[config.mk]
export PLATFORM = sky130hd
export DESIGN_NAME = fds_mode_supervisor
export DESIGN_NICKNAME = d
export VERILOG_FILES = /design/src/core/fds_pkg.sv /design/src/core/fds_mode_supervisor.sv
export SDC_FILE = /design/constraint.sdc
export NUM_CORES = 1
export LEC_CHECK = 0
export ABC_AREA = 1
export BUFFER_PORTS_ARGS = -buffer_cell sky130_fd_sc_hd__buf_2
export CORE_ASPECT_RATIO = 1.2
export CORE_MARGIN = 3
export CORE_UTILIZATION = 42
export DETAILED_ROUTE_END_ITERATION = 12
export HOLD_SLACK_MARGIN = 0.15
export PLACE_DENSITY_LB_ADDON = 0.12
export SKIP_LAST_GASP = 1
export SYNTH_ARGS = -nofsm -noshare
export SYNTH_HDL_FRONTEND = slang
export SYNTH_SLANG_ARGS = --single-unit
export TNS_END_PERCENT = 1
[constraint.sdc]
create_clock -name clk_sys -period 2.9 [get_ports clk_sys]
set_input_delay 0.145 -clock clk_sys [delete_from_list [all_inputs] [get_ports clk_sys]]
set_output_delay 0.145 -clock clk_sys [all_outputs]
set_load 0.01 [all_outputs]
[src/core/fds_pkg.sv]
// package of constants and carrier types for the flash driver mode supervisor
package fds_pkg;

   // apb register map (byte addresses)
   localparam logic [7:0] FDS_CTRL_ADDR = 8'h00;
   localparam logic [7:0] FDS_STAT_ADDR = 8'h04;

   // control register fields
   localparam int FDS_MODE_LSB = 0;
   localparam int FDS_VMF_BIT = 2;
   localparam int FDS_VLIM_BIT = 3;
   localparam int FDS_OSS_BIT = 4;
   localparam int FDS_TSE_BIT = 5;
   localparam int FDS_OV_LSB = 8;

   // status register fields
   localparam int FDS_WARM_BIT = 0;
   localparam int FDS_HOT_BIT = 1;
   localparam int FDS_HEAT_LSB = 2;
   localparam int FDS_PG_BIT = 4;
   localparam int FDS_PHASE_LSB = 8;

   // reset values and the heat level shown while the sticky flag is set
   localparam logic [1:0] FDS_MODE_RST = 2'h0;
   localparam logic [3:0] FDS_OV_RST = 4'h0;
   localparam logic [1:0] FDS_HEAT_MAX = 2'h3;

   // operating mode codes
   localparam logic [1:0] FDS_MODE_OFF = 2'h0;
   localparam logic [1:0] FDS_MODE_DC = 2'h1;
   localparam logic [1:0] FDS_MODE_FLASH = 2'h2;
   localparam logic [1:0] FDS_MODE_VREG = 2'h3;

   // lowest output voltage code that needs the high over-voltage clamp
   localparam logic [3:0] FDS_OV_HIGH_CLAMP_MIN = 4'h5;

   // start-up step timing
   localparam int FDS_CLK_MHZ = 50;
   localparam int FDS_STEP_TIME_US = 1000;
   localparam int FDS_STEP_CYCLES = FDS_STEP_TIME_US * FDS_CLK_MHZ;
   localparam int FDS_CNT_W = 17;

   typedef enum logic [2:0] {
      FDS_PH_OFF,
      FDS_PH_PRECHARGE,
      FDS_PH_STEP_LOW,
      FDS_PH_STEP_MID,
      FDS_PH_FULL
   } fds_phase_e;

   // valley current limit selection driven to the power stage
   typedef enum logic [2:0] {
      FDS_LIM_PRECHARGE,
      FDS_LIM_30MA,
      FDS_LIM_250MA,
      FDS_LIM_1150MA,
      FDS_LIM_1600MA,
      FDS_LIM_OFF
   } fds_limit_e;

   typedef struct packed {
      logic psel;
      logic penable;
      logic pwrite;
      logic [7:0] paddr;
      logic [31:0] pwdata;
   } fds_apb_req_s;

   typedef struct packed {
      logic pready;
      logic pslverr;
      logic [31:0] prdata;
   } fds_apb_rsp_s;

   // analog comparators and neighbouring blocks, asynchronous to clk_sys
   typedef struct packed {
      logic high_current_select;
      logic transmit_blanking_input;
      logic ts_below_warm;
      logic ts_below_hot;
      logic [1:0] die_heat;
      logic thermal_shutdown;
      logic strobe_active;
      logic precharge_done;
      logic boost_entered;
      logic vout_in_regulation;
      logic vout_in_pg_window;
      logic energy_return;
   } fds_sense_s;

   typedef struct packed {
      logic converter_enable;
      logic load_connect;
      logic current_regulation;
      logic voltage_regulation;
      logic led_dc_on;
      logic led_flash_armed;
      logic led_flash_level;
      logic inductive_stage_on;
      logic ovp_high;
      fds_limit_e current_limit;
      logic balance_enable;
      logic precharge_to_3v3;
      logic precharge_pause;
      logic pg_monitor_on;
      logic temp_sense_on;
      logic heat_detect_on;
   } fds_drive_s;

endpackage

[src/core/fds_mode_supervisor.sv]
// mode decode, start-up sequencing, power good and thermal flags of the flash driver
//
// Overview of operation
// - mode 00, force 0: converter shut down, load isolated from battery unless high-current mode is selected.
// - mode 01, force 0: LEDs at DC light level under current regulation.
// - mode 10, force 0: flash armed; high-current mode stops inductive stage during strobe.
// - mode 11, or 00 with force: LEDs off, voltage regulation to output voltage code.
// - mode 01, force 1: voltage regulation plus DC light through current sinks.
// - mode 10, force 1: voltage regulation, flash armed, inductive stage stays on.
// - high clamp when high-current mode or voltage code 0101 to 1111.
// - low clamp when direct drive and voltage code 0000 to 0100.
// - start-up begins with current-limited pre-charge until output nears input or 3.3V.
// - direct drive steps 30mA to 250mA after 1ms, full once regulating.
// - balancing off in direct drive start-up, on in high-current start-up.
// - high-current pre-charge target depends on mode; blanking pauses pre-charge.
// - high-current down-mode limit 30mA or 250mA by selection; full once boosting.
// - power-good monitoring only in voltage regulation.
// - in shutdown power-good pin grounded if push-pull, released if open-drain.
// - push-pull pin follows flag; open-drain pulls low for flag 1.
// - flag only inside output window, forced low when voltage regulation suspended.
// - flag held low while excess output energy returns to input.
// - LED temperature sensing in light modes; in mode 11 only if enabled.
// - warm flag set when thermistor below warm threshold; operation continues.
// - overheat latched while regulating LED current; clears mode, sets heat level.
// - heat level follows die temperature except in shutdown, warning only.
// - direct drive blanking drops flash to DC light; safety timer unaffected.
// - thermal shutdown sets heat level, cleared only by software read.
`timescale 1ns/1ps
module fds_mode_supervisor
   import fds_pkg::*;
#(
   parameter int STEP_CYCLES = FDS_STEP_CYCLES
)
(
   // clock and reset
   input wire logic clk_sys,
   input wire logic rst,
   // apb slave
   input wire fds_apb_req_s apb_req,
   output fds_apb_rsp_s apb_rsp,
   // analog and neighbour inputs
   input wire fds_sense_s sense_in,
   // power stage and led control
   output fds_drive_s drive,
   // power good pin
   output logic power_good_pin_out,
   output logic power_good_pin_oe
);

   typedef struct packed {
      fds_sense_s sync1;
      fds_sense_s sync2;
      logic [1:0] mode;
      logic voltage_mode_force;
      logic valley_limit_select;
      logic output_stage_select;
      logic temp_sense_enable;
      logic [3:0] output_voltage_code;
      logic led_warm_flag;
      logic led_overheat_flag;
      logic heat_sticky;
      logic [1:0] heat_live;
      logic power_good_flag;
      fds_phase_e phase;
      logic [FDS_CNT_W-1:0] step_cnt;
      fds_apb_rsp_s rsp;
      fds_drive_s drv;
      logic pg_out;
      logic pg_oe;
   } fds_state_s;

   fds_state_s state_reg;
   fds_state_s state_next;

   localparam logic [FDS_CNT_W-1:0] STEP_LAST = FDS_CNT_W'(STEP_CYCLES - 1);

   function automatic logic [31:0] fds_ctrl_word(input fds_state_s s);
      logic [31:0] w;
      w = 32'h0;
      w[FDS_MODE_LSB +: 2] = s.mode;
      w[FDS_VMF_BIT] = s.voltage_mode_force;
      w[FDS_VLIM_BIT] = s.valley_limit_select;
      w[FDS_OSS_BIT] = s.output_stage_select;
      w[FDS_TSE_BIT] = s.temp_sense_enable;
      w[FDS_OV_LSB +: 4] = s.output_voltage_code;
      return w;
   endfunction

   function automatic logic [31:0] fds_stat_word(input fds_state_s s);
      logic [31:0] w;
      w = 32'h0;
      w[FDS_WARM_BIT] = s.led_warm_flag;
      w[FDS_HOT_BIT] = s.led_overheat_flag;
      w[FDS_HEAT_LSB +: 2] = s.heat_sticky ? FDS_HEAT_MAX : s.heat_live;
      w[FDS_PG_BIT] = s.power_good_flag;
      w[FDS_PHASE_LSB +: 3] = s.phase;
      return w;
   endfunction

   always_comb
   begin
      fds_sense_s sn;
      logic shutdown;
      logic vm;
      logic cm_only;
      logic light_mode;
      logic hc;
      logic blank;
      logic access;
      logic done;
      logic wr_ctrl;
      logic rd_stat;
      logic hot_event;
      logic [1:0] eff_mode;

      // every local starts defined, whatever path follows
      sn = '0;
      shutdown = 1'b0;
      vm = 1'b0;
      cm_only = 1'b0;
      light_mode = 1'b0;
      hc = 1'b0;
      blank = 1'b0;
      access = 1'b0;
      done = 1'b0;
      wr_ctrl = 1'b0;
      rd_stat = 1'b0;
      hot_event = 1'b0;
      eff_mode = 2'h0;

      state_next = state_reg;
      // first stage feeds only the second stage
      state_next.sync1 = sense_in;
      state_next.sync2 = state_reg.sync1;
      sn = state_reg.sync2;
      hc = sn.high_current_select;
      blank = sn.transmit_blanking_input;

      // apb: one wait state, effect at the completing edge
      access = apb_req.psel && apb_req.penable;
      done = access && state_reg.rsp.pready;
      state_next.rsp.pready = access && !state_reg.rsp.pready;
      state_next.rsp.pslverr = 1'b0;
      state_next.rsp.prdata = 32'h0;
      if (access && !state_reg.rsp.pready)
      begin
         unique case (apb_req.paddr)
            FDS_CTRL_ADDR: state_next.rsp.prdata = fds_ctrl_word(state_reg);
            FDS_STAT_ADDR: state_next.rsp.prdata = fds_stat_word(state_reg);
            default: state_next.rsp.pslverr = 1'b1;
         endcase
         // status word is read-only: a write there is refused and changes nothing
         if (apb_req.pwrite)
         begin
            state_next.rsp.prdata = 32'h0;
            state_next.rsp.pslverr = (apb_req.paddr != FDS_CTRL_ADDR);
         end
      end
      wr_ctrl = done && apb_req.pwrite && apb_req.paddr == FDS_CTRL_ADDR;
      rd_stat = done && !apb_req.pwrite && apb_req.paddr == FDS_STAT_ADDR;

      if (wr_ctrl)
      begin
         state_next.mode = apb_req.pwdata[FDS_MODE_LSB +: 2];
         state_next.voltage_mode_force = apb_req.pwdata[FDS_VMF_BIT];
         state_next.output_stage_select = apb_req.pwdata[FDS_OSS_BIT];
         state_next.temp_sense_enable = apb_req.pwdata[FDS_TSE_BIT];
         state_next.output_voltage_code = apb_req.pwdata[FDS_OV_LSB +: 4];
         // limit selection only accepted from the idle state
         if (state_reg.phase == FDS_PH_OFF)
         begin
            state_next.valley_limit_select = apb_req.pwdata[FDS_VLIM_BIT];
         end
      end

      // decode from the current settings
      eff_mode = state_reg.mode;
      shutdown = eff_mode == FDS_MODE_OFF && !state_reg.voltage_mode_force;
      vm = eff_mode == FDS_MODE_VREG || state_reg.voltage_mode_force;
      light_mode = eff_mode == FDS_MODE_DC || eff_mode == FDS_MODE_FLASH;
      cm_only = light_mode && !state_reg.voltage_mode_force;

      // led temperature supervision
      state_next.drv.temp_sense_on = light_mode
         || (eff_mode == FDS_MODE_VREG && state_reg.temp_sense_enable);
      state_next.led_warm_flag = state_next.drv.temp_sense_on && sn.ts_below_warm;
      hot_event = light_mode && sn.ts_below_hot;
      if (rd_stat)
      begin
         state_next.led_overheat_flag = 1'b0;
         state_next.heat_sticky = 1'b0;
      end
      // a set in the read cycle survives the clear
      if (hot_event)
      begin
         state_next.led_overheat_flag = 1'b1;
         state_next.heat_sticky = 1'b1;
         state_next.mode = FDS_MODE_OFF;
      end
      // die overheating marks the level until software reads it
      if (sn.thermal_shutdown)
      begin
         state_next.heat_sticky = 1'b1;
      end
      state_next.heat_live = shutdown ? 2'h0 : sn.die_heat;
      state_next.drv.heat_detect_on = !shutdown;

      // start-up sequence
      // counter runs only in the low step, so each start-up begins from zero
      state_next.step_cnt = '0;
      unique case (state_reg.phase)
         FDS_PH_OFF:
            if (!shutdown && !sn.thermal_shutdown)
            begin
               state_next.phase = FDS_PH_PRECHARGE;
            end
         FDS_PH_PRECHARGE:
            if (sn.precharge_done && !(hc && blank))
            begin
               state_next.phase = FDS_PH_STEP_LOW;
            end
         FDS_PH_STEP_LOW:
            if (hc)
            begin
               state_next.phase = FDS_PH_STEP_MID;
            end
            else if (state_reg.step_cnt == STEP_LAST)
            begin
               state_next.phase = FDS_PH_STEP_MID;
            end
            else
            begin
               state_next.step_cnt = state_reg.step_cnt + 1'b1;
            end
         FDS_PH_STEP_MID:
            if (hc ? sn.boost_entered : sn.vout_in_regulation)
            begin
               state_next.phase = FDS_PH_FULL;
            end
         FDS_PH_FULL: ;
         // codes above the last phase cannot be reached; fall back to idle
         default: state_next.phase = FDS_PH_OFF;
      endcase
      // mode change to shutdown or overheating restarts the sequence
      if (shutdown || sn.thermal_shutdown || hot_event)
      begin
         state_next.phase = FDS_PH_OFF;
      end

      // current limit per phase
      unique case (state_reg.phase)
         FDS_PH_OFF: state_next.drv.current_limit = hc ? FDS_LIM_PRECHARGE : FDS_LIM_OFF;
         FDS_PH_PRECHARGE:
            state_next.drv.current_limit = (hc && blank) ? FDS_LIM_OFF : FDS_LIM_PRECHARGE;
         FDS_PH_STEP_LOW: state_next.drv.current_limit = FDS_LIM_30MA;
         FDS_PH_STEP_MID:
            if (hc)
            begin
               state_next.drv.current_limit = state_reg.valley_limit_select
                  ? FDS_LIM_250MA : FDS_LIM_30MA;
            end
            else
            begin
               state_next.drv.current_limit = FDS_LIM_250MA;
            end
         FDS_PH_FULL:
            if (hc && blank)
            begin
               state_next.drv.current_limit = FDS_LIM_OFF;
            end
            else
            begin
               state_next.drv.current_limit = state_reg.valley_limit_select
                  ? FDS_LIM_1600MA : FDS_LIM_1150MA;
            end
         default: state_next.drv.current_limit = FDS_LIM_OFF;
      endcase
      state_next.drv.precharge_pause = state_reg.phase == FDS_PH_PRECHARGE && hc && blank;
      state_next.drv.precharge_to_3v3 = !(hc && cm_only);
      // high-current mode keeps the storage capacitor balanced even when idle
      state_next.drv.balance_enable = hc;

      // mode outputs
      state_next.drv.converter_enable = !shutdown && !sn.thermal_shutdown;
      state_next.drv.load_connect = !shutdown || hc;
      state_next.drv.voltage_regulation = vm;
      state_next.drv.current_regulation = cm_only && !sn.thermal_shutdown;
      state_next.drv.led_dc_on = eff_mode == FDS_MODE_DC && !sn.thermal_shutdown;
      state_next.drv.led_flash_armed = eff_mode == FDS_MODE_FLASH
         && !sn.thermal_shutdown;
      // blanking leaves the strobe timer alone, only the level drops
      state_next.drv.led_flash_level = state_next.drv.led_flash_armed && sn.strobe_active
         && !(!hc && blank);
      state_next.drv.inductive_stage_on = state_next.drv.converter_enable
         && !(cm_only && eff_mode == FDS_MODE_FLASH && hc && sn.strobe_active);
      state_next.drv.ovp_high = hc
         || state_reg.output_voltage_code >= FDS_OV_HIGH_CLAMP_MIN;

      // power good
      state_next.drv.pg_monitor_on = vm;
      state_next.power_good_flag = vm && sn.vout_in_pg_window
         && !sn.energy_return;
      if (shutdown)
      begin
         state_next.pg_out = 1'b0;
         state_next.pg_oe = !state_reg.output_stage_select;
      end
      // push-pull drives both levels, open-drain only ever pulls low
      else if (!state_reg.output_stage_select)
      begin
         state_next.pg_out = state_reg.power_good_flag;
         state_next.pg_oe = 1'b1;
      end
      else
      begin
         state_next.pg_out = 1'b0;
         state_next.pg_oe = state_reg.power_good_flag;
      end
   end

   always_ff @(posedge clk_sys)
   begin
      if (rst)
      begin
         state_reg <= '0;
         state_reg.mode <= FDS_MODE_RST;
         state_reg.output_voltage_code <= FDS_OV_RST;
         state_reg.phase <= FDS_PH_OFF;
         state_reg.drv.current_limit <= FDS_LIM_OFF;
         state_reg.drv.precharge_to_3v3 <= 1'b1;
         state_reg.pg_oe <= 1'b1;
      end
      else
      begin
         state_reg <= state_next;
      end
   end

   assign apb_rsp = state_reg.rsp;
   assign drive = state_reg.drv;
   assign power_good_pin_out = state_reg.pg_out;
   assign power_good_pin_oe = state_reg.pg_oe;

endmodule

==> results by group <==
Final layout
  – Share of cells above drive strength 1: 0.187
  – Finished Core Util: 0.515
  – Max reg flops: 48
  – Area Growth Syn to Fin: 15.8%
  – Nets: 624
  – ANT cells: 0

GRT
  – Vias in the first global route: roughly 2900
  – First-pass GRT wire length: about 13 mm
  – Initial antenna violation count: 0
  – Gr ovfl total: 0
  – All-Layer GR Usage: 0.152
  – Largest net degree at the start of global routing: 25

Clocking
  – Root buffer cell: clkbuf_8
  – Number of clock sinks: 93
  – Clk buf depth: 2
  – CTS tree: done
  – H-tree depth: 3
  – Number of gates resized after cts: 0
  – Number of setup buffers added after CTS: 0
  – Worst-skew pair later-pin latency: 0.37 ns
  – Post-CTS Hold Fix Bufs: 27
  – TritonCTS Buffers: 9
  – Clk slew on worst S/H paths: ~0.090 ns

Floorplan
  – Die area: 10500 um2
  – Die span in x: between 90 and 100 um
  – Core footprint: between 8000 and 9000 um2
  – IO Pins: ~110
  – Initial Util: 0.444
  – FP Rows: 37
  – Die Ht: 112 um

Power and ir drop
  – Tot Pwr: 2.36 mW
  – Int Pwr: 1.84 mW
  – Sequential fraction of design power: 0.552
  – VDD IR max: 0.247 mV
  – Static Leak: 2.00 nW
  – Logic pwr share: 0.051
  – Power Density: 521 nW/um2
  – Clock Power Share: 0.396
  – Switching power: 0.516 mW
  – Switching Share: 0.219

Place
  – Post-DP HPWL: 5.46 mm
  – IO Port Bufs: 67
  – Gpl congestion: about 0.83

Setup path
  – Worst Path Max Fanout: 10
  – Critical path startpoint category: input port
  – Crit path DAT: 1.96 ns
  – CP peak stage delay: 0.56 ns
  – Critical path endpoint category: flip-flop
  – Crit path top cell by count: dlygate4sd3_1
  – Slowest CP cell: dlygate4sd3_1
  – Critical path class: in -> reg
  – Worst path cell trace: dlygate4sd3_1 -> buf_2 -> nand2_1 -> dlygate4sd3_1 -> nor3_2 -> nand2_2 -> nor3_1
  – CP top delay family: buffers and inverters
  – CP required: approximately 3.2 ns
  – Buffers & Inverters on Critical Path: 3

STA
  – Clock skew: 0.00844 ns
  – Actual slew at the worst max-slew pin: approximately 0.52 ns
  – RSZ-0062 raised after global routing: no
  – Slew Viols, Final: 0
  – Final setup fails: 0
  – Final hold vios: 0
  – Slew margin rel.: 0.651
  – Fmax achieved: 602 MHz
  – Part of the cycle the worst path needs: 0.573
  – Setup TNS: 0 ns
  – Tmin final: approximately 1.7 ns

Routing
  – Pre-antenna DRT Iters: 4
  – Post-Route WL: ~7.4 mm
  – Wire per inst: 10.9 um
  – Total number of vias: 2941
  – Starting DRT DRC Count: 80
  – DRC: 0
  – Via density: 4.31
  – DRT antenna net count: 0

Synth
  – Synth warnings: 0
  – Main synth FF type: dfxtp_1
  – Area share of the largest cell type after synthesis: 0.476
  – Mapped Cells: 493
  – Count of cell types in the netlist: 31
  – Most frequent cell after synthesis: dfxtp_1
  – Post-synth EDFFs: 0
  – Post-Syn Area per Cell: between 7 and 8 um2
  – Synth Cell Area: about 3900 um2
  – FF+latch count, synth: 93
  – Largest cells by area after synthesis: dfxtp_1 (48%), buf_4 (10%), nor2_1 (8.1%)
  – Post-synth ARST share: 0
  – Register area share after synthesis: 0.476
  – Largest area contributor in the netlist: dfxtp_1
  – Commonest cells post-synth: dfxtp_1 (93), nor2_1 (84), inv_1 (68)

Min path
  – Worst Hold Class: in -> reg

Flow run
  – MaxCap Viol Count: 0

Status
  – Status: complete, no violations
==> layout by cell type, fill, tap and decap left out, types with 4 or more instances in the layout <==
cell	instances
a21oi_1	25
a31oi_1	4
buf_2	67
clkbuf_8	9
conb_1	22
dfxtp_1	93
dlygate4sd3_1	27
ha_1	5
inv_1	68
nand2_1	67
nand3_1	30
nand3_2	4
nor2_1	84
nor2_2	5
nor3_1	10
o21ai_0	4
xor2_1	7
==> final timing paths <==
| check | from | end | slack [ns] | cells past startpoint |
|---|---|---|---|---|
| setup reg to reg | state_reg[88]$_SDFFE_PP0P_ | state_reg[72]$_SDFFE_PP0P_ | 1.34 | 9 |
| hold / removal | rst | power_good_pin_oe$_SDFF_PP1_ | 0.17 | 3 |
| setup / recovery | apb_req[41] | apb_rsp[5]$_SDFF_PP0_ | 1.24 | 7 |
| hold reg to reg | state_reg[90]$_SDFF_PP0_ | state_reg[74]$_SDFF_PP0_ | 0.38 | 1 |
==> cell type report <==
| class | instances | area [um2] |
|---|---|---|
| multi-input cells | 290 | 1420 |
| clock buffers | 11 | 131 |
| well taps | 117 | 146 |
| repair buffers | 96 | 621 |
| inverters | 71 | 267 |
| clock inverters | 5 | 82.6 |
| fillers | 880 | 4270 |
| flip-flops and latches | 93 | 1860 |
==> per-layer routing <==
layer	track usage	part of all wire	up-vias
met5	0	0	-
met4	0.0636	0.019	0
met3	0.0446	0.048	10
met2	0.268	0.50	62
met1	0.166	0.43	1289
li1	-	-	1580
==> metrics by stage <==
step           cells  cell area, um2  hold WS, ns  setup WS [ns]
4_1_cts          683            4530        0.169           1.28
3_3_place_gp     640            4040        0.349           1.35
3_5_place_dp     640            4040        0.351           1.33
2_1_floorplan    514            3990        0.252           1.64
5_1_grt          683            4530        0.198           1.11
6_report         683            4530        0.166           1.24
==> cell families after synthesis <==
| group | Yosys count | synth area share |
|---|---|---|
| and+or+nand+nor | 212 | 0.239 |
| other | 1 | 0.000959 |
| xor gates and xnor gates | 10 | 0.0224 |
| DFF | 93 | 0.476 |
| adders and majority gates | 5 | 0.0160 |
| AOI/OAI and AO/OA | 41 | 0.0640 |
| buffers and inverters | 131 | 0.181 |
==> power groups by stage <==
stage | clock [mW] | sequential [mW] | combinational (mW)
after floorplan | 0 | 1.33 | 0.0802
after detailed placement | 0 | 1.33 | 0.0935
after global placement | 0 | 1.33 | 0.0928
final | 0.935 | 1.30 | 0.121
after global routing | 1.02 | 1.31 | 0.137
after CTS | 0.968 | 1.30 | 0.121
==> tightest hold or removal path, cell delays in order <==
cell and delay (ns):
buf_2 0.10, inv_1 0.14, nand3_1 0.12
(Power assumes the default switching activity.)
